**src/pkg/csprs_pkg.sv**
```systemverilog
// constants for the command strobe, port and receiver sleep register block
package csprs_pkg;
	// write addresses
	localparam logic [7:0] AD_WDOG = 8'h09;
	localparam logic [7:0] AD_TXABT = 8'h0A;
	localparam logic [7:0] AD_TXSTP = 8'h0B;
	localparam logic [7:0] AD_BSYNC = 8'h0C;
	localparam logic [7:0] AD_SRST = 8'h0D;
	localparam logic [7:0] AD_REARM = 8'h0E;
	localparam logic [7:0] AD_TXB0 = 8'h10;
	localparam logic [7:0] AD_TXB1 = 8'h11;
	localparam logic [7:0] AD_TXB2 = 8'h12;
	localparam logic [7:0] AD_TXB3 = 8'h13;
	localparam logic [7:0] AD_TXB4 = 8'h14;
	localparam logic [7:0] AD_P1DIR = 8'h15;
	localparam logic [7:0] AD_P1OUT = 8'h16;
	localparam logic [7:0] AD_P2DIR = 8'h17;
	localparam logic [7:0] AD_P2OUT = 8'h18;
	localparam logic [7:0] AD_P3DIR = 8'h19;
	localparam logic [7:0] AD_P3OUT = 8'h1A;
	localparam logic [7:0] AD_P3PU = 8'h1B;
	localparam logic [7:0] AD_P3IRQ = 8'h1C;
	localparam logic [7:0] AD_RXSLP = 8'h20;
	// reset values
	localparam logic [7:0] RST_P12 = 8'h00;
	localparam logic [3:0] RST_P3 = 4'h0;
	localparam logic [7:0] RST_P3IRQ = 8'h00;
	localparam logic [5:0] RST_RXSLP = 6'h2B;
	localparam logic [35:0] RST_TXW = 36'h0;
	// field layout: last byte carries word bits 3..0 in its upper nibble
	localparam int TXB4_LSB = 4;
	localparam int P3IRQ_POL_LSB = 4;
	// alternate-word saving is off at or below this sleep value
	localparam logic [5:0] ALT_OFF_MAX = 6'h29;
	// sleep timer runs at bit rate divided by eight
	localparam logic [2:0] SLP_PRE_LAST = 3'h7;
	// timing
	localparam int CLK_KHZ = 250000;
	localparam int WD_MIN_MS = 1500;
	localparam int WD_MAX_MS = 1600;
	localparam int WDO_MS = 100;
	localparam int WD_CYC = WD_MIN_MS * CLK_KHZ;
	localparam int WDO_CYC = WDO_MS * CLK_KHZ;
	localparam int WD_W = 29;
	localparam int WDO_W = 25;
endpackage

```
**src/pkg/csprs_slp_if.sv**
```systemverilog
// link between the register block and the receiver sleep timer
`timescale 1ns/10ps
`default_nettype none
interface csprs_slp_if;
	logic [5:0] duration;
	logic bit_tick;
	logic forward_control_channel_mode;
	logic sleep_en;
	logic rpt1_zero_err;
	logic rpt1_one_err_same;
	logic rpt2_start;
	logic unsel_start;
	logic rx_enable;
	modport ctl (output duration, bit_tick, forward_control_channel_mode, sleep_en, rpt1_zero_err,
		rpt1_one_err_same, rpt2_start, unsel_start, input rx_enable);
	modport tmr (input duration, bit_tick, forward_control_channel_mode, sleep_en, rpt1_zero_err,
		rpt1_one_err_same, rpt2_start, unsel_start, output rx_enable);
endinterface
`default_nettype wire

```
**src/rtl/csprs_cmd_regs.sv**
```systemverilog
// command strobes, transmit word buffer, port control and receiver sleep registers
// ----------------------------------------
// Function
// - any watchdog restart write starts a fresh 1.5 to 1.6 s period
// - watchdog expiry drives the timeout output low for 100 ms
// - after expiry rf transmit stays off until reset or restart write
// - abort write stops transmission at once, buffer kept
// - stop write ends transmission once fifth repeat begins, buffer kept
// - sync restart write forces data recovery into fast bit lock
// - soft reset write resets all like the pin, timeout output untouched
// - arbitration failure blocks transmit until re-arm write, buffer kept
// - bytes 0..3 hold word bits 35..28, 27..20, 19..12, 11..4
// - byte 4 upper nibble holds word bits 3..0, lower nibble ignored
// - direction bit 1 means output, 0 input; all default input
// - output registers set the level of pins configured as outputs
// - port three pull-up bits turn on weak pull-ups on pins configured as inputs only
// - irq control bits 3..0 make port three pins raise interrupts
// - irq control bits 7..4 pick active low or high polarity
// - sleep duration resets to 2B, timer ticks at bit rate over eight
// - each unit less shortens receiver power-down by eight bits
// - qualified first repeat drops receive enable from second repeat
// - alternate-word mode turns receiver off during the unselected word
// - alternate-word mode is off whenever sleep value is 29h or less
// - sleep mode enable bit gates first-repeat power saving, not alternate-word saving
// - port three interrupt enable gates the sensed-pin event
// ----------------------------------------
`timescale 1ns/10ps
`default_nettype none
module csprs_cmd_regs #(
	parameter int WD_CYC = csprs_pkg::WD_CYC,
	parameter int WDO_CYC = csprs_pkg::WDO_CYC
) (
	input wire logic clk_in,
	input wire logic rst_in,
	input wire logic wr_en_in,
	input wire logic [7:0] wr_addr_in,
	input wire logic [7:0] wr_data_in,
	input wire logic tx_rf_req_in,
	input wire logic tx_repeat5_in,
	input wire logic arb_fail_in,
	input wire logic [3:0] port3_pin_in,
	input wire logic port3_irq_enable_in,
	input wire logic port3_irq_ack_in,
	input wire logic rx_sleep_mode_enable_in,
	input wire logic forward_control_channel_mode_in,
	input wire logic bit_tick_in,
	input wire logic rpt1_zero_err_in,
	input wire logic rpt1_one_err_same_in,
	input wire logic rpt2_start_in,
	input wire logic unsel_word_start_in,
	output logic watchdog_timeout_n_out,
	output logic rf_transmit_enable_out,
	output logic rf_receive_enable_out,
	output logic transmit_abort_out,
	output logic transmit_stop_after_repeat_out,
	output logic bit_sync_restart_out,
	output logic arbiter_rearm_out,
	output logic chip_soft_reset_out,
	output logic tx_word_load_out,
	output logic [35:0] tx_word_out,
	output logic [7:0] port1_pin_out,
	output logic [7:0] port1_oe_out,
	output logic [7:0] port2_pin_out,
	output logic [7:0] port2_oe_out,
	output logic [3:0] port3_pin_out,
	output logic [3:0] port3_oe_out,
	output logic [3:0] port3_pullup_out,
	output logic port3_irq_pending_out
);
	localparam int WD_W = csprs_pkg::WD_W;
	localparam int WDO_W = csprs_pkg::WDO_W;

	logic srst_r, chip_rst, abort_r, stop_pend_r, stop_r, bsync_r, rearm_r, load_r;
	logic [35:0] tx_word_r;
	logic [7:0] p1dir_r, p1out_r, p2dir_r, p2out_r;
	logic [3:0] p3dir_r, p3out_r, p3pu_r;
	logic [7:0] p3irq_r;
	logic [5:0] rxslp_r;
	logic [WD_W-1:0] wd_cnt_r;
	logic wd_exp_r, wd_fire;
	logic [WDO_W-1:0] wdo_cnt_r;
	logic wdo_n_r, arb_blk_r, txen_r;
	logic [3:0] p3_sense;
	logic irq_set, irq_pend_r;

	// ----------------------------------------
	// write decode
	// ----------------------------------------
	function automatic logic hit(input logic [7:0] a);
		return wr_en_in && (wr_addr_in == a);
	endfunction

	// soft reset lands one cycle after the write and acts for one cycle
	always_ff @(posedge clk_in) begin
		if (rst_in) begin
			srst_r <= 1'b0;
		end else begin
			srst_r <= hit(csprs_pkg::AD_SRST);
		end
	end
	assign chip_rst = rst_in || srst_r;

	// ----------------------------------------
	// command strobes
	// ----------------------------------------
	// data byte of a strobe write is ignored
	always_ff @(posedge clk_in) begin
		if (chip_rst) begin
			abort_r <= 1'b0;
			bsync_r <= 1'b0;
			rearm_r <= 1'b0;
		end else begin
			abort_r <= hit(csprs_pkg::AD_TXABT);
			bsync_r <= hit(csprs_pkg::AD_BSYNC);
			rearm_r <= hit(csprs_pkg::AD_REARM);
		end
	end

	// stop waits for the fifth repeat; an abort makes it moot
	always_ff @(posedge clk_in) begin
		if (chip_rst) begin
			stop_pend_r <= 1'b0;
			stop_r <= 1'b0;
		end else begin
			stop_r <= stop_pend_r && tx_repeat5_in;
			if (hit(csprs_pkg::AD_TXSTP)) begin
				stop_pend_r <= 1'b1;
			end else if ((stop_pend_r && tx_repeat5_in) || abort_r) begin
				stop_pend_r <= 1'b0;
			end
		end
	end

	// ----------------------------------------
	// transmit word buffer
	// ----------------------------------------
	// none of the strobes except soft reset touch the buffer
	always_ff @(posedge clk_in) begin
		if (chip_rst) begin
			tx_word_r <= csprs_pkg::RST_TXW;
			load_r <= 1'b0;
		end else begin
			load_r <= hit(csprs_pkg::AD_TXB4);
			if (hit(csprs_pkg::AD_TXB0)) begin
				tx_word_r[35:28] <= wr_data_in;
			end
			if (hit(csprs_pkg::AD_TXB1)) begin
				tx_word_r[27:20] <= wr_data_in;
			end
			if (hit(csprs_pkg::AD_TXB2)) begin
				tx_word_r[19:12] <= wr_data_in;
			end
			if (hit(csprs_pkg::AD_TXB3)) begin
				tx_word_r[11:4] <= wr_data_in;
			end
			if (hit(csprs_pkg::AD_TXB4)) begin
				tx_word_r[3:0] <= wr_data_in[csprs_pkg::TXB4_LSB +: 4];
			end
		end
	end

	// ----------------------------------------
	// port and sleep registers
	// ----------------------------------------
	always_ff @(posedge clk_in) begin
		if (chip_rst) begin
			p1dir_r <= csprs_pkg::RST_P12;
			p1out_r <= csprs_pkg::RST_P12;
			p2dir_r <= csprs_pkg::RST_P12;
			p2out_r <= csprs_pkg::RST_P12;
			p3dir_r <= csprs_pkg::RST_P3;
			p3out_r <= csprs_pkg::RST_P3;
			p3pu_r <= csprs_pkg::RST_P3;
			p3irq_r <= csprs_pkg::RST_P3IRQ;
			rxslp_r <= csprs_pkg::RST_RXSLP;
		end else begin
			if (hit(csprs_pkg::AD_P1DIR)) begin
				p1dir_r <= wr_data_in;
			end
			if (hit(csprs_pkg::AD_P1OUT)) begin
				p1out_r <= wr_data_in;
			end
			if (hit(csprs_pkg::AD_P2DIR)) begin
				p2dir_r <= wr_data_in;
			end
			if (hit(csprs_pkg::AD_P2OUT)) begin
				p2out_r <= wr_data_in;
			end
			if (hit(csprs_pkg::AD_P3DIR)) begin
				p3dir_r <= wr_data_in[3:0];
			end
			if (hit(csprs_pkg::AD_P3OUT)) begin
				p3out_r <= wr_data_in[3:0];
			end
			if (hit(csprs_pkg::AD_P3PU)) begin
				p3pu_r <= wr_data_in[3:0];
			end
			if (hit(csprs_pkg::AD_P3IRQ)) begin
				p3irq_r <= wr_data_in;
			end
			if (hit(csprs_pkg::AD_RXSLP)) begin
				rxslp_r <= wr_data_in[5:0];
			end
		end
	end

	// ----------------------------------------
	// watchdog
	// ----------------------------------------
	// period is the lower bound itself, so expiry lands at the start of the window
	always_ff @(posedge clk_in) begin
		if (chip_rst) begin
			wd_cnt_r <= '0;
			wd_exp_r <= 1'b0;
		end else if (hit(csprs_pkg::AD_WDOG)) begin
			wd_cnt_r <= WD_W'(WD_CYC);
			wd_exp_r <= 1'b0;
		end else if (wd_fire) begin
			wd_cnt_r <= '0;
			wd_exp_r <= 1'b1;
		end else if (wd_cnt_r != '0) begin
			wd_cnt_r <= wd_cnt_r - WD_W'(1);
		end
	end
	assign wd_fire = (wd_cnt_r == WD_W'(1)) && !hit(csprs_pkg::AD_WDOG) && !chip_rst;

	// pulse sits on the pin reset only, so a soft reset cannot cut it short
	always_ff @(posedge clk_in) begin
		if (rst_in) begin
			wdo_cnt_r <= '0;
			wdo_n_r <= 1'b1;
		end else begin
			wdo_n_r <= !(wd_fire || (wdo_cnt_r > WDO_W'(1)));
			if (wd_fire) begin
				wdo_cnt_r <= WDO_W'(WDO_CYC);
			end else if (wdo_cnt_r != '0) begin
				wdo_cnt_r <= wdo_cnt_r - WDO_W'(1);
			end
		end
	end

	// ----------------------------------------
	// arbitration block and rf transmit gate
	// ----------------------------------------
	// a failure in the same cycle as the re-arm write wins
	always_ff @(posedge clk_in) begin
		if (chip_rst) begin
			arb_blk_r <= 1'b0;
			txen_r <= 1'b0;
		end else begin
			if (arb_fail_in) begin
				arb_blk_r <= 1'b1;
			end else if (hit(csprs_pkg::AD_REARM)) begin
				arb_blk_r <= 1'b0;
			end
			txen_r <= tx_rf_req_in && !wd_exp_r && !arb_blk_r;
		end
	end

	// ----------------------------------------
	// port three interrupt
	// ----------------------------------------
	// sense is a level and wins over ack, so a held pin keeps the flag set through service
	always_comb begin
		for (int i = 0; i < 4; i++) begin
			p3_sense[i] = p3irq_r[i] &&
				(port3_pin_in[i] == p3irq_r[csprs_pkg::P3IRQ_POL_LSB + i]);
		end
	end
	assign irq_set = port3_irq_enable_in && (p3_sense != 4'h0);

	always_ff @(posedge clk_in) begin
		if (chip_rst) begin
			irq_pend_r <= 1'b0;
		end else if (irq_set) begin
			irq_pend_r <= 1'b1;
		end else if (port3_irq_ack_in) begin
			irq_pend_r <= 1'b0;
		end
	end

	// ----------------------------------------
	// receiver sleep timer
	// ----------------------------------------
	csprs_slp_if slp ();
	assign slp.duration = rxslp_r;
	assign slp.bit_tick = bit_tick_in;
	assign slp.forward_control_channel_mode = forward_control_channel_mode_in;
	assign slp.sleep_en = rx_sleep_mode_enable_in;
	assign slp.rpt1_zero_err = rpt1_zero_err_in;
	assign slp.rpt1_one_err_same = rpt1_one_err_same_in;
	assign slp.rpt2_start = rpt2_start_in;
	assign slp.unsel_start = unsel_word_start_in;

	csprs_rx_sleep u_sleep (
		.clk_in(clk_in),
		.rst_in(chip_rst),
		.s(slp.tmr)
	);

	// ----------------------------------------
	// outputs
	// ----------------------------------------
	assign watchdog_timeout_n_out = wdo_n_r;
	assign rf_transmit_enable_out = txen_r;
	assign rf_receive_enable_out = slp.rx_enable;
	assign transmit_abort_out = abort_r;
	assign transmit_stop_after_repeat_out = stop_r;
	assign bit_sync_restart_out = bsync_r;
	assign arbiter_rearm_out = rearm_r;
	assign chip_soft_reset_out = srst_r;
	assign tx_word_load_out = load_r;
	assign tx_word_out = tx_word_r;
	assign port1_pin_out = p1out_r;
	assign port1_oe_out = p1dir_r;
	assign port2_pin_out = p2out_r;
	assign port2_oe_out = p2dir_r;
	assign port3_pin_out = p3out_r;
	assign port3_oe_out = p3dir_r;
	assign port3_pullup_out = p3pu_r & ~p3dir_r;
	assign port3_irq_pending_out = irq_pend_r;
endmodule
`default_nettype wire

```
**src/rtl/csprs_rx_sleep.sv**
```systemverilog
// receiver power-saving timer driving the rf receive enable
`timescale 1ns/10ps
`default_nettype none
module csprs_rx_sleep (
	input wire logic clk_in,
	input wire logic rst_in,
	csprs_slp_if.tmr s
);
	typedef enum logic [1:0] {SLP_ON, SLP_NORM, SLP_ALT} csprs_slp_st_t;
	csprs_slp_st_t st_r;
	logic [5:0] cnt_r;
	logic [2:0] pre_r;
	logic qual;
	logic alt_ok;
	logic norm_go;
	logic alt_go;

	// ----------------------------------------
	// entry conditions
	// ----------------------------------------
	// first-repeat verdict is sampled as a level at the start of the second repeat
	assign qual = s.forward_control_channel_mode && s.sleep_en &&
		(s.rpt1_zero_err || s.rpt1_one_err_same);
	assign alt_ok = s.duration > csprs_pkg::ALT_OFF_MAX;
	assign norm_go = s.rpt2_start && qual && (s.duration != 6'h00);
	// alt-word saving ignores first-repeat errors
	assign alt_go = s.unsel_start && alt_ok;

	// ----------------------------------------
	// sleep state and timer
	// ----------------------------------------
	always_ff @(posedge clk_in) begin
		if (rst_in) begin
			st_r <= SLP_ON;
			cnt_r <= 6'h00;
			pre_r <= 3'h0;
		end else begin
			case (st_r)
				SLP_ON: begin
					pre_r <= 3'h0;
					if (norm_go) begin
						st_r <= SLP_NORM;
						cnt_r <= s.duration;
					end else if (alt_go) begin
						st_r <= SLP_ALT;
						cnt_r <= s.duration - csprs_pkg::ALT_OFF_MAX;
					end
				end
				SLP_NORM, SLP_ALT: begin
					// one timer unit is eight bit periods
					if (s.bit_tick) begin
						pre_r <= pre_r + 3'h1;
						if (pre_r == csprs_pkg::SLP_PRE_LAST) begin
							cnt_r <= cnt_r - 6'h01;
							if (cnt_r == 6'h01) begin
								st_r <= SLP_ON;
							end
						end
					end
				end
				default: begin
					st_r <= SLP_ON;
				end
			endcase
		end
	end

	assign s.rx_enable = (st_r == SLP_ON);
endmodule
`default_nettype wire

```
**config.mk**
```make
export PLATFORM = sky130hd
export DESIGN_NAME = csprs_cmd_regs
export DESIGN_NICKNAME = d
export VERILOG_FILES = /design/src/pkg/csprs_pkg.sv /design/src/pkg/csprs_slp_if.sv /design/src/rtl/csprs_cmd_regs.sv /design/src/rtl/csprs_rx_sleep.sv
export SDC_FILE = /design/constraint.sdc
export NUM_CORES = 1
export LEC_CHECK = 0
export BUFFER_PORTS_ARGS = -buffer_cell sky130_fd_sc_hd__buf_2
export CAP_MARGIN = 5
export CORE_ASPECT_RATIO = 1.25
export CORE_MARGIN = 1.5
export CORE_UTILIZATION = 30
export CTS_CLUSTER_DIAMETER = 30
export CTS_CLUSTER_SIZE = 8
export DETAILED_ROUTE_END_ITERATION = 10
export GPL_ROUTABILITY_DRIVEN = 0
export GPL_TIMING_DRIVEN = 0
export PLACE_DENSITY_LB_ADDON = 0.12
export SETUP_SLACK_MARGIN = 0.3
export SYNTH_ARGS = -nofsm -noshare
export SYNTH_HDL_FRONTEND = slang
export SYNTH_SLANG_ARGS = --single-unit
```
**constraint.sdc**
```tcl
create_clock -name clk_in -period 2.4 [get_ports clk_in]
set_input_delay 0.12 -clock clk_in [delete_from_list [all_inputs] [get_ports clk_in]]
set_output_delay 0.12 -clock clk_in [all_outputs]
set_load 0.03 [all_outputs]
```
* Word level (Yosys, flattened, before mapping) *
Index checks and enable logic that the tools add are counted.

word-level totals
  register bits = 171
  output and inout port bits = 90
  input port bits = 35
  logic and storage cells = 161

operators by class
  equality and inequality tests = 33
  multiplexer cells = 24
  reduce and logical (&&, ||, !) cells = 62
  magnitude comparators = 2
  add/sub/neg operators = 5
  bitwise logic cells = 2

operators by type and width
  operator                                             number
  == test 8 x 5 -> 1 bit, second input constant        13
  2-to-1 mux 29 bit                                    3
  2-to-1 mux 25 bit                                    2
  == test 8 x 4 -> 1 bit, second input constant        6
  logical AND 1 bit                                    35
  == test 29 x 1 -> 1 bit, second input constant       1
  nonzero test 29 bit                                  1
  subtractor 29 x 1 -> 29 bit, second input constant   1
  > comparator 25 x 1 -> 1 bit, second input constant  1
  nonzero test 25 bit                                  1
  subtractor 25 x 1 -> 25 bit, second input constant   1
  2-to-1 mux 6 bit                                     4
  case mux 6 bit (2 select lines)                      1
  2-to-1 mux 2 bit                                     5
  nonzero test 2 bit                                   5
  == test 8 x 6 -> 1 bit, second input constant        1
  AND reduction 4 bit                                  2
  == test 6 x 1 -> 1 bit, second input constant        1
  > comparator 6 bit, second input constant            1
  2-to-1 mux 1 bit                                     6
  case mux 3 bit (2 select lines)                      1
  nonzero test 6 bit                                   1
  OR reduction 2 bit                                   3
  subtractor 6 x 1 -> 6 bit, second input constant     1
  20 further kinds                                     31

* Depth between registers and ports, before layout *
Gate-level depths: netlist (run 1).

  depth after elaboration = 7
  gate-level depth with buffers = 9
  mapped depth without buffers = 7

* Hierarchy *
From an unflattened synthesis (run 1), not the netlist that was laid out.

second synthesis, totals
  cells, all modules = 823
  area, all modules = 7572.3 µm²

modules (own cells, without submodules)
  module          instances  seq. area each (µm²)  area an instance (µm²)  cells each
  csprs_cmd_regs  1          3203.1                6691.4                  715
  csprs_rx_sleep  1          220.2                 880.8                   108

* Least setup slack after synthesis (run 1) *
No wires, ideal clock.

  path type = register to register
  start point = register wd_cnt_r[0]
  end point = register wd_cnt_r[5]
  buffers on the path = 2
  path slack = 0.202 ns
  setup time = 0.071 ns
  period minus slack after synthesis = 2.198 ns
  arrival = 2.127 ns
  data required time = 2.329 ns
  stages on the path, launching flop included = 10
  path through = dfxtp_1 inv_1 ha_1 nor4b_1 and4_1 buf_2 and3_1 clkbuf_1 or4_1 a21oi_1

between the ends
  cells in the longest elaborated chain, start to end = 4
  elaborated cells between the ends (all ways) = 6
  classes of those cells = add/sub (1); eq/ne (1); reduce/logical (4)

ends and longest elaborated chain
  element                                                                              RTL line               RTL
  from (decl)                                                                          csprs_cmd_regs.sv:79   logic [WD_W-1:0] wd_cnt_r;
  from (signal assigned)                                                               csprs_cmd_regs.sv:216  wd_cnt_r <= WD_W'(WD_CYC);
  from (signal assigned)                                                               csprs_cmd_regs.sv:222  wd_cnt_r <= wd_cnt_r - WD_W'(1);
  parallel branches: the longest is 4 deep, another holds subtractor 29 x 1 -> 29 bit  --

Parallel ways; which one is timed is not known.
A chain may end at the register's enable or synchronous reset.

* Worst setup path after layout (run 1) *
  start point = register wdo_cnt_r[13]
  end point = register wdo_cnt_r[19]

between the ends
  cells in the longest elaborated chain, start to end = 3
  elaborated cells between the ends (all ways) = 5
  classes of those cells = add/sub (1); mux (2); reduce/logical (2)

ends and longest elaborated chain
  element                      RTL line               RTL
  from (decl)                  csprs_cmd_regs.sv:81   logic [WDO_W-1:0] wdo_cnt_r;
  from (signal assigned)       csprs_cmd_regs.sv:235  wdo_cnt_r <= WDO_W'(WDO_CYC);
  from (signal assigned)       csprs_cmd_regs.sv:237  wdo_cnt_r <= wdo_cnt_r - WDO_W'(1);
  subtractor 25 x 1 -> 25 bit  csprs_cmd_regs.sv:237
  2-to-1 mux 25 bit            csprs_cmd_regs.sv:236  end else if (wdo_cnt_r != '0) begin
  2-to-1 mux 25 bit            csprs_cmd_regs.sv:234  if (wd_fire) begin

Parallel ways exist; a longest one is shown, timed or not. The select of a mux whose other input is x is not followed.

==> reports/metrics.cfg, run 1 <==
[sta]
finalHoldViolCount=0
max_slew_margin=0.423
fmax_mhz=461
min_period_ns=2.17
rsz0062_at_grt=yes
finalSetupViolCount=0
fin_crit_sh=0.903
drv_slew=0
tightest_slew_ns=0.865
clock_skew_ns=0.0110

[grt]
grt_use_total=0.188
grt_overflow=0
grt_pass1_vias=7108
grt_pass1_wl_um=39700
grt_max_degree=20
grt_antenna_before_repair=3

[synthesis]
synth.net_count=961
yosys_warnings=0
yosysSeqAreaShare=0.444
ys_types=62
synth_area_mm2=0.00772
postSynthAreaPerCell_um2=8.45
synth_top_flop_cell=dfxtp_1
ys_ff_latch=171
synth_edf_count=0
postSynthCellCount=913
synthArstFlopShare=0

[die]
die_w_um=146
rows=65
start_util=0.305
die_h_um=182
core_mm2=0.0253
io_pins=125
die-area_mm2=0.0267

[drt]
via_count=7346
drc=0
ant_nets=0
first_pass_iters=4
drt-initial-drc-count=346
viasPerCell=5.05
routed_wl_um=25200
avgRoutedWirePerCell_um=17.3

[setup_path]
cp_max_fo=4
critPathKind=reg -> reg
cp-end-kind=flop
crit_required_ns=2.70
rr_endpoint=wdo_cnt_r[19]
arrival_ns=2.47
r2r_start=wdo_cnt_r[13]
crit_path_start_kind=flop
reg2reg_setup_slack_ns=0.23
rr_worst_depth=6

[worst_hold_path]
holdPathEnd=stop_pend_r
hold_depth=4
hold_start=tx_repeat5_in
hp-class=in -> reg

[power_and_ir_drop]
peakVddDrop_uv=558
pwr_density_cell_mw_per_mm2=1240
leakage_nw=4.05

[final_layout]
design_area_mm2=0.0102
final_core_util=0.404
area_delta_synth_final_pct=32.4
post_route_cells_drive_above_1_share=0.264
diodes=0
final_cells=1454
layout.nets=1154

[clocking]
clock_latency_ns=0.43
htreeDepth=4
cts_buffers=17
cts.sinks=171
clockBufferDepth=2
root_buffer=clkbuf_16
cts_tree=yes
clk_pin_slew_ns=0.08

[placement]
place_area_mm2=0.00874
placed_cells=1368
dpl.hpwl_um=17500
port_buffers=120

[status]
status=completed

[run]
cap_viol_max_count=0

[stage by stage]
step,power [mW],setup slack [ns],hold slack (ns),TNS (ns)
finish,12.7,0.232,0.0435,0
global route,13.6,0.150,0.0432,0
CTS,11.9,0.250,0.0177,0
detailed placement,7.97,-0.373,0.365,-5.51
global placement,7.98,-0.373,0.345,-5.55
floorplan,6.95,0.274,0.198,0
[state kept, by name, indices dropped and copies added (netlist names), 2 cells and up]
name,cells
p3irq_r,8
p3pu_r,4
port1_oe_out,8
port1_pin_out,8
port2_oe_out,8
port2_pin_out,8
port3_oe_out,4
port3_pin_out,4
rxslp_r,6
tx_word_out,36
u_sleep.cnt_r,6
u_sleep.pre_r,3
u_sleep.st_r,2
wd_cnt_r,29
wdo_cnt_r,25
[worst max-delay path by stage]
stage / endpoint / slack (ns) / startpoint / depth (start not counted)
after floorplan: wd_cnt_r[5] / 0.27 / wd_cnt_r[0] / 9
after global placement: wdo_cnt_r[5] / -0.37 / wd_cnt_r[19] / 7
after detailed placement: wdo_cnt_r[3] / -0.37 / wd_cnt_r[19] / 7
after CTS: wdo_cnt_r[17] / 0.25 / wd_cnt_r[1] / 10
after global routing: wdo_cnt_r[17] / 0.15 / wdo_cnt_r[13] / 10
final: wdo_cnt_r[19] / 0.23 / wdo_cnt_r[13] / 6
[layout make-up]
type                       instances  area [um^2]
buffer                            59          304
clock buffer                      17          425
clock inverter                    15          173
fill                            2617        15100
inverter                          18         67.6
multi-input combinational        665         4270
sequential                       171         3450
tap                              335          419
timing repair buffer             174         1100
[logic make-up (layout without fill, tap and decap cells)]
| group | after synthesis | count (layout) | synth area share |
|---|---|---|---|
| AOI/OAI and AO/OA | 199 | 199 | 0.158 |
| and+or+nand+nor | 391 | 391 | 0.260 |
| adders and majority gates | 13 | 13 | 0.0211 |
| xor gates and xnor gates | 23 | 23 | 0.0261 |
| buffers and inverters | 77 | 283 | 0.0404 |
| muxes | 39 | 39 | 0.0506 |
| DFF | 171 | 171 | 0.444 |
[layer usage]
layer | up-vias | share of wire | global-route usage
met5 | - | 0.00091 | 0
met4 | 4 | 0.010 | 0.0521
met3 | 17 | 0.057 | 0.0598
met2 | 146 | 0.49 | 0.316
met1 | 3486 | 0.44 | 0.231
li1 | 3693 | - | -
[synth_stat cells (all sizes together), types with 18 or more instances]
library cell  number  area (um^2)
inv               18         67.6
nand3             83          415
or4               21          161
o21ai             20          100
a21oi            105          526
mux2i             39          390
nand2             97          364
xnor2             20          175
nor2              78          295
clkbuf            51          191
dfxtp            171         3420
nor3              22          120
[placed cells by master, fill, tap and decap left out, types with 5 or more instances in the layout]
master	count
nand2_1	96
buf_2	124
or4_1	15
nand4_1	9
nor2_1	76
clkbuf_2	8
nor3_2	5
o21ai_0	16
xnor2_1	19
mux2i_1	39
buf_4	35
nand2b_1	6
dfxtp_2	8
dlygate4sd3_1	12
or3_1	10
o31a_1	5
a31oi_1	8
buf_6	6
nand4b_1	5
nor3_1	15
o41ai_1	6
a21oi_1	102
nor2b_1	10
clkbuf_1	37
clkbuf_16	17
ha_1	9
inv_8	5
dfxtp_4	5
dfxtp_1	158
o31ai_1	14
nor4_1	6
inv_1	16
or4_4	6
or2_2	7
nand3_1	81
inv_6	5
[timing repair]
action / 4_1_cts / 5_1_grt
gates resized for setup: 50 / 66
gates cloned: 1 / 0
pin swaps: 13 / 23
endpoints found under the hold margin: 18 / 0
hold buffers: 12 / 0
endpoints found under the setup margin: 95 / 59
buffers inserted: 26 / 15
[power by group]
| part | total (mW) | internal [mW] | switching [mW] |
|---|---|---|---|
| combinational | 6.07 | 2.98 | 3.08 |
| sequential | 3.83 | 3.31 | 0.522 |
| clock | 2.81 | 1.41 | 1.39 |
| total | 12.7 | 7.70 | 5.00 |
[worst max-delay path, cell delays in order (launching register included)]
cell and delay (ns):
dfxtp_4 0.35, or4_4 0.55, or2_0 0.25, clkbuf_4 0.16
or3_4 0.34, o311ai_2 0.27, nand3_1 0.12
Note: power is estimated with default switching activity, not from simulation.
==> inputs of run 2 (changes only) <==
CORE_UTILIZATION = 55   (was 30)
==> reports/metrics.cfg, run 2 (same netlist as run 1, synthesis figures left out) <==
[status]
status=completed  ; unchanged

[setup_path]
cp_num_buf_inv=3  ; was 1
arrival_ns=2.49  ; was 2.47 ns
crit_path_start_kind=flop  ; unchanged
slowest_delay_ns=0.55  ; about the same
cp_max_fo=6  ; was 4
critPathKind=reg -> reg  ; unchanged
path_cells=or4_4, nor4_4, and4_1, buf_6, buf_12, buf_8, o31ai_1, a21oi_1  ; was or4_4, or2_0, clkbuf_4, or3_4, o311ai_2, nand3_1
cp-end-kind=flop  ; unchanged
crit_required_ns=2.75  ; was 2.70 ns
crit_family=simple AND/OR/NAND/NOR gates  ; unchanged
crit_slowest_cell=or4_4  ; unchanged

[final_layout]
final_cell_mix=dfxtp_1, buf_2, a21oi_1  ; unchanged
area_delta_synth_final_pct=26.3  ; was 32.4%
layout.nets=1138  ; was 1,154
final_cells=1277  ; was 1,454
diodes=0  ; unchanged
final_common_cell=dfxtp_1  ; unchanged
post_route_cells_drive_above_1_share=0.240  ; was 0.264
design_area_mm2=0.00975  ; was 0.0102 mm^2
largest_reg_flops=36  ; unchanged

[drt]
drc=0  ; unchanged
first_pass_iters=5  ; was 4
avgRoutedWirePerCell_um=17.2  ; was 17.3 um
routed_wl_um=22000  ; was 25,200 um
viasPerCell=5.86  ; was 5.05
ant_nets=0  ; unchanged
drt-initial-drc-count=599  ; was 346
via_count=7486  ; was 7,346

[power_and_ir_drop]
power_switching_mw=4.67  ; was 5.00 mW
finalPower_mw=11.9  ; was 12.7 mW
pwr_density_cell_mw_per_mm2=1220  ; was 1240 mW/mm^2
comb_power_share=0.456  ; was 0.478
p_int_mw=7.24  ; was 7.70 mW
leakage_nw=3.92  ; was 4.05 nW
power.share.switching=0.392  ; was 0.394
peakVddDrop_uv=1060  ; was 558 uV
p_clk_frac=0.222  ; was 0.221
p_seq_frac=0.322  ; was 0.301

[clocking]
clk_pin_slew_ns=0.06  ; was 0.08 ns
cts_tree=yes  ; unchanged
clock_latency_ns=0.44  ; was 0.43 ns
clockBufferDepth=2  ; unchanged
cts.sinks=171  ; unchanged
htreeDepth=4  ; unchanged
cts_buffers=17  ; unchanged
root_buffer=clkbuf_16  ; unchanged

[sta]
fmax_mhz=468  ; was 461 MHz
clock_skew_ns=0.00863  ; was 0.0110 ns
finalSetupViolCount=0  ; unchanged
fin_crit_sh=0.891  ; was 0.903
tightest_slew_ns=0.777  ; was 0.865 ns
finalHoldViolCount=0  ; unchanged
max_slew_margin=0.482  ; was 0.423
drv_slew=0  ; unchanged
setup_slack_ns=0.261  ; was 0.232 ns
min_period_ns=2.14  ; was 2.17 ns
rsz0062_at_grt=yes  ; unchanged

[die]
die_h_um=135  ; was 182 um
io_pins=125  ; unchanged
rows=48  ; was 65
die_w_um=109  ; was 146 um
start_util=0.561  ; was 0.305
die-area_mm2=0.0148  ; was 0.0267 mm^2
core_mm2=0.0138  ; was 0.0253 mm^2

[grt]
grt_pass1_wl_um=33500  ; was 39,700 um
grt_pass1_vias=6667  ; was 7,108
grt_overflow=0  ; unchanged
grt_antenna_before_repair=0  ; was 3
grt_max_degree=17  ; was 20
grt_use_total=0.291  ; was 0.188

[placement]
pre_cts_ws_ns=-0.300  ; was -0.373 ns
dpl.hpwl_um=14700  ; was 17,500 um
port_buffers=120  ; unchanged
placed_cells=1208  ; was 1,368
place_area_mm2=0.00854  ; was 0.00874 mm^2

[run]
cap_viol_max_count=0  ; unchanged

[worst_hold_path]
hp-class=in -> reg  ; unchanged

run 2: timing repair:
| action | 4_1_cts | 5_1_grt |
|---|---|---|
| setup endpoints to repair | 64 | 67 |
| pin swaps | 9 | 13 |
| endpoints found under the hold margin | 18 | 0 |
| gates resized for setup | 39 | 49 |
| hold buffers | 12 | 0 |
| setup buffers | 13 | 11 |
| gates cloned | 0 | 2 |
run 2: area by class of cell:
cell class	instances	area, um^2
Multi-Input combinational cell	665	4200
Timing Repair Buffer	158	955
Tap cell	175	219
Fill cell	1128	4010
Inverter	18	67.6
Buffer	59	299
Clock buffer	19	443
Clock inverter	12	118
Sequential cell	171	3440
run 2: through the flow:
| step | TNS, ns | hold slack (ns) | util |
|---|---|---|---|
| 6_report | 0 | 0.0150 | 0.709 |
| 5_1_grt | 0 | 0.00869 | 0.709 |
| 4_1_cts | 0 | 0.00353 | 0.687 |
| 3_5_place_dp | -4.35 | 0.368 | 0.621 |
| 3_3_place_gp | -5.04 | 0.346 | 0.621 |
| 2_1_floorplan | 0 | 0.198 | - |
run 2: final timing paths:
kind                 startpoint  slack [ns]                      to  cells past startpoint
setup / recovery  wdo_cnt_r[23]        0.26           wdo_cnt_r[23]                      8
setup reg to reg  wdo_cnt_r[23]        0.26           wdo_cnt_r[23]                      8
hold reg to reg       arb_blk_r        0.45  rf_transmit_enable_out                      1
hold / removal     tx_rf_req_in        0.01  rf_transmit_enable_out                      2
run 2: metal layers:
metal	global-route usage	vias to the layer above	wire (um)
met2	0.480	283	10600
li1	-	3646	-
met1	0.371	3521	9190
met3	0.0620	36	1730
met4	0.110	0	451
met5	0	-	0
run 2: power by group through the flow:
stage	clock network, mW	registers [mW]	logic [mW]
6_report	2.64	3.84	5.43
5_1_grt	2.76	3.89	5.84
4_1_cts	2.65	3.76	4.72
3_5_place_dp	0	3.77	4.07
3_3_place_gp	0	3.77	4.01
2_1_floorplan	0	3.69	3.26
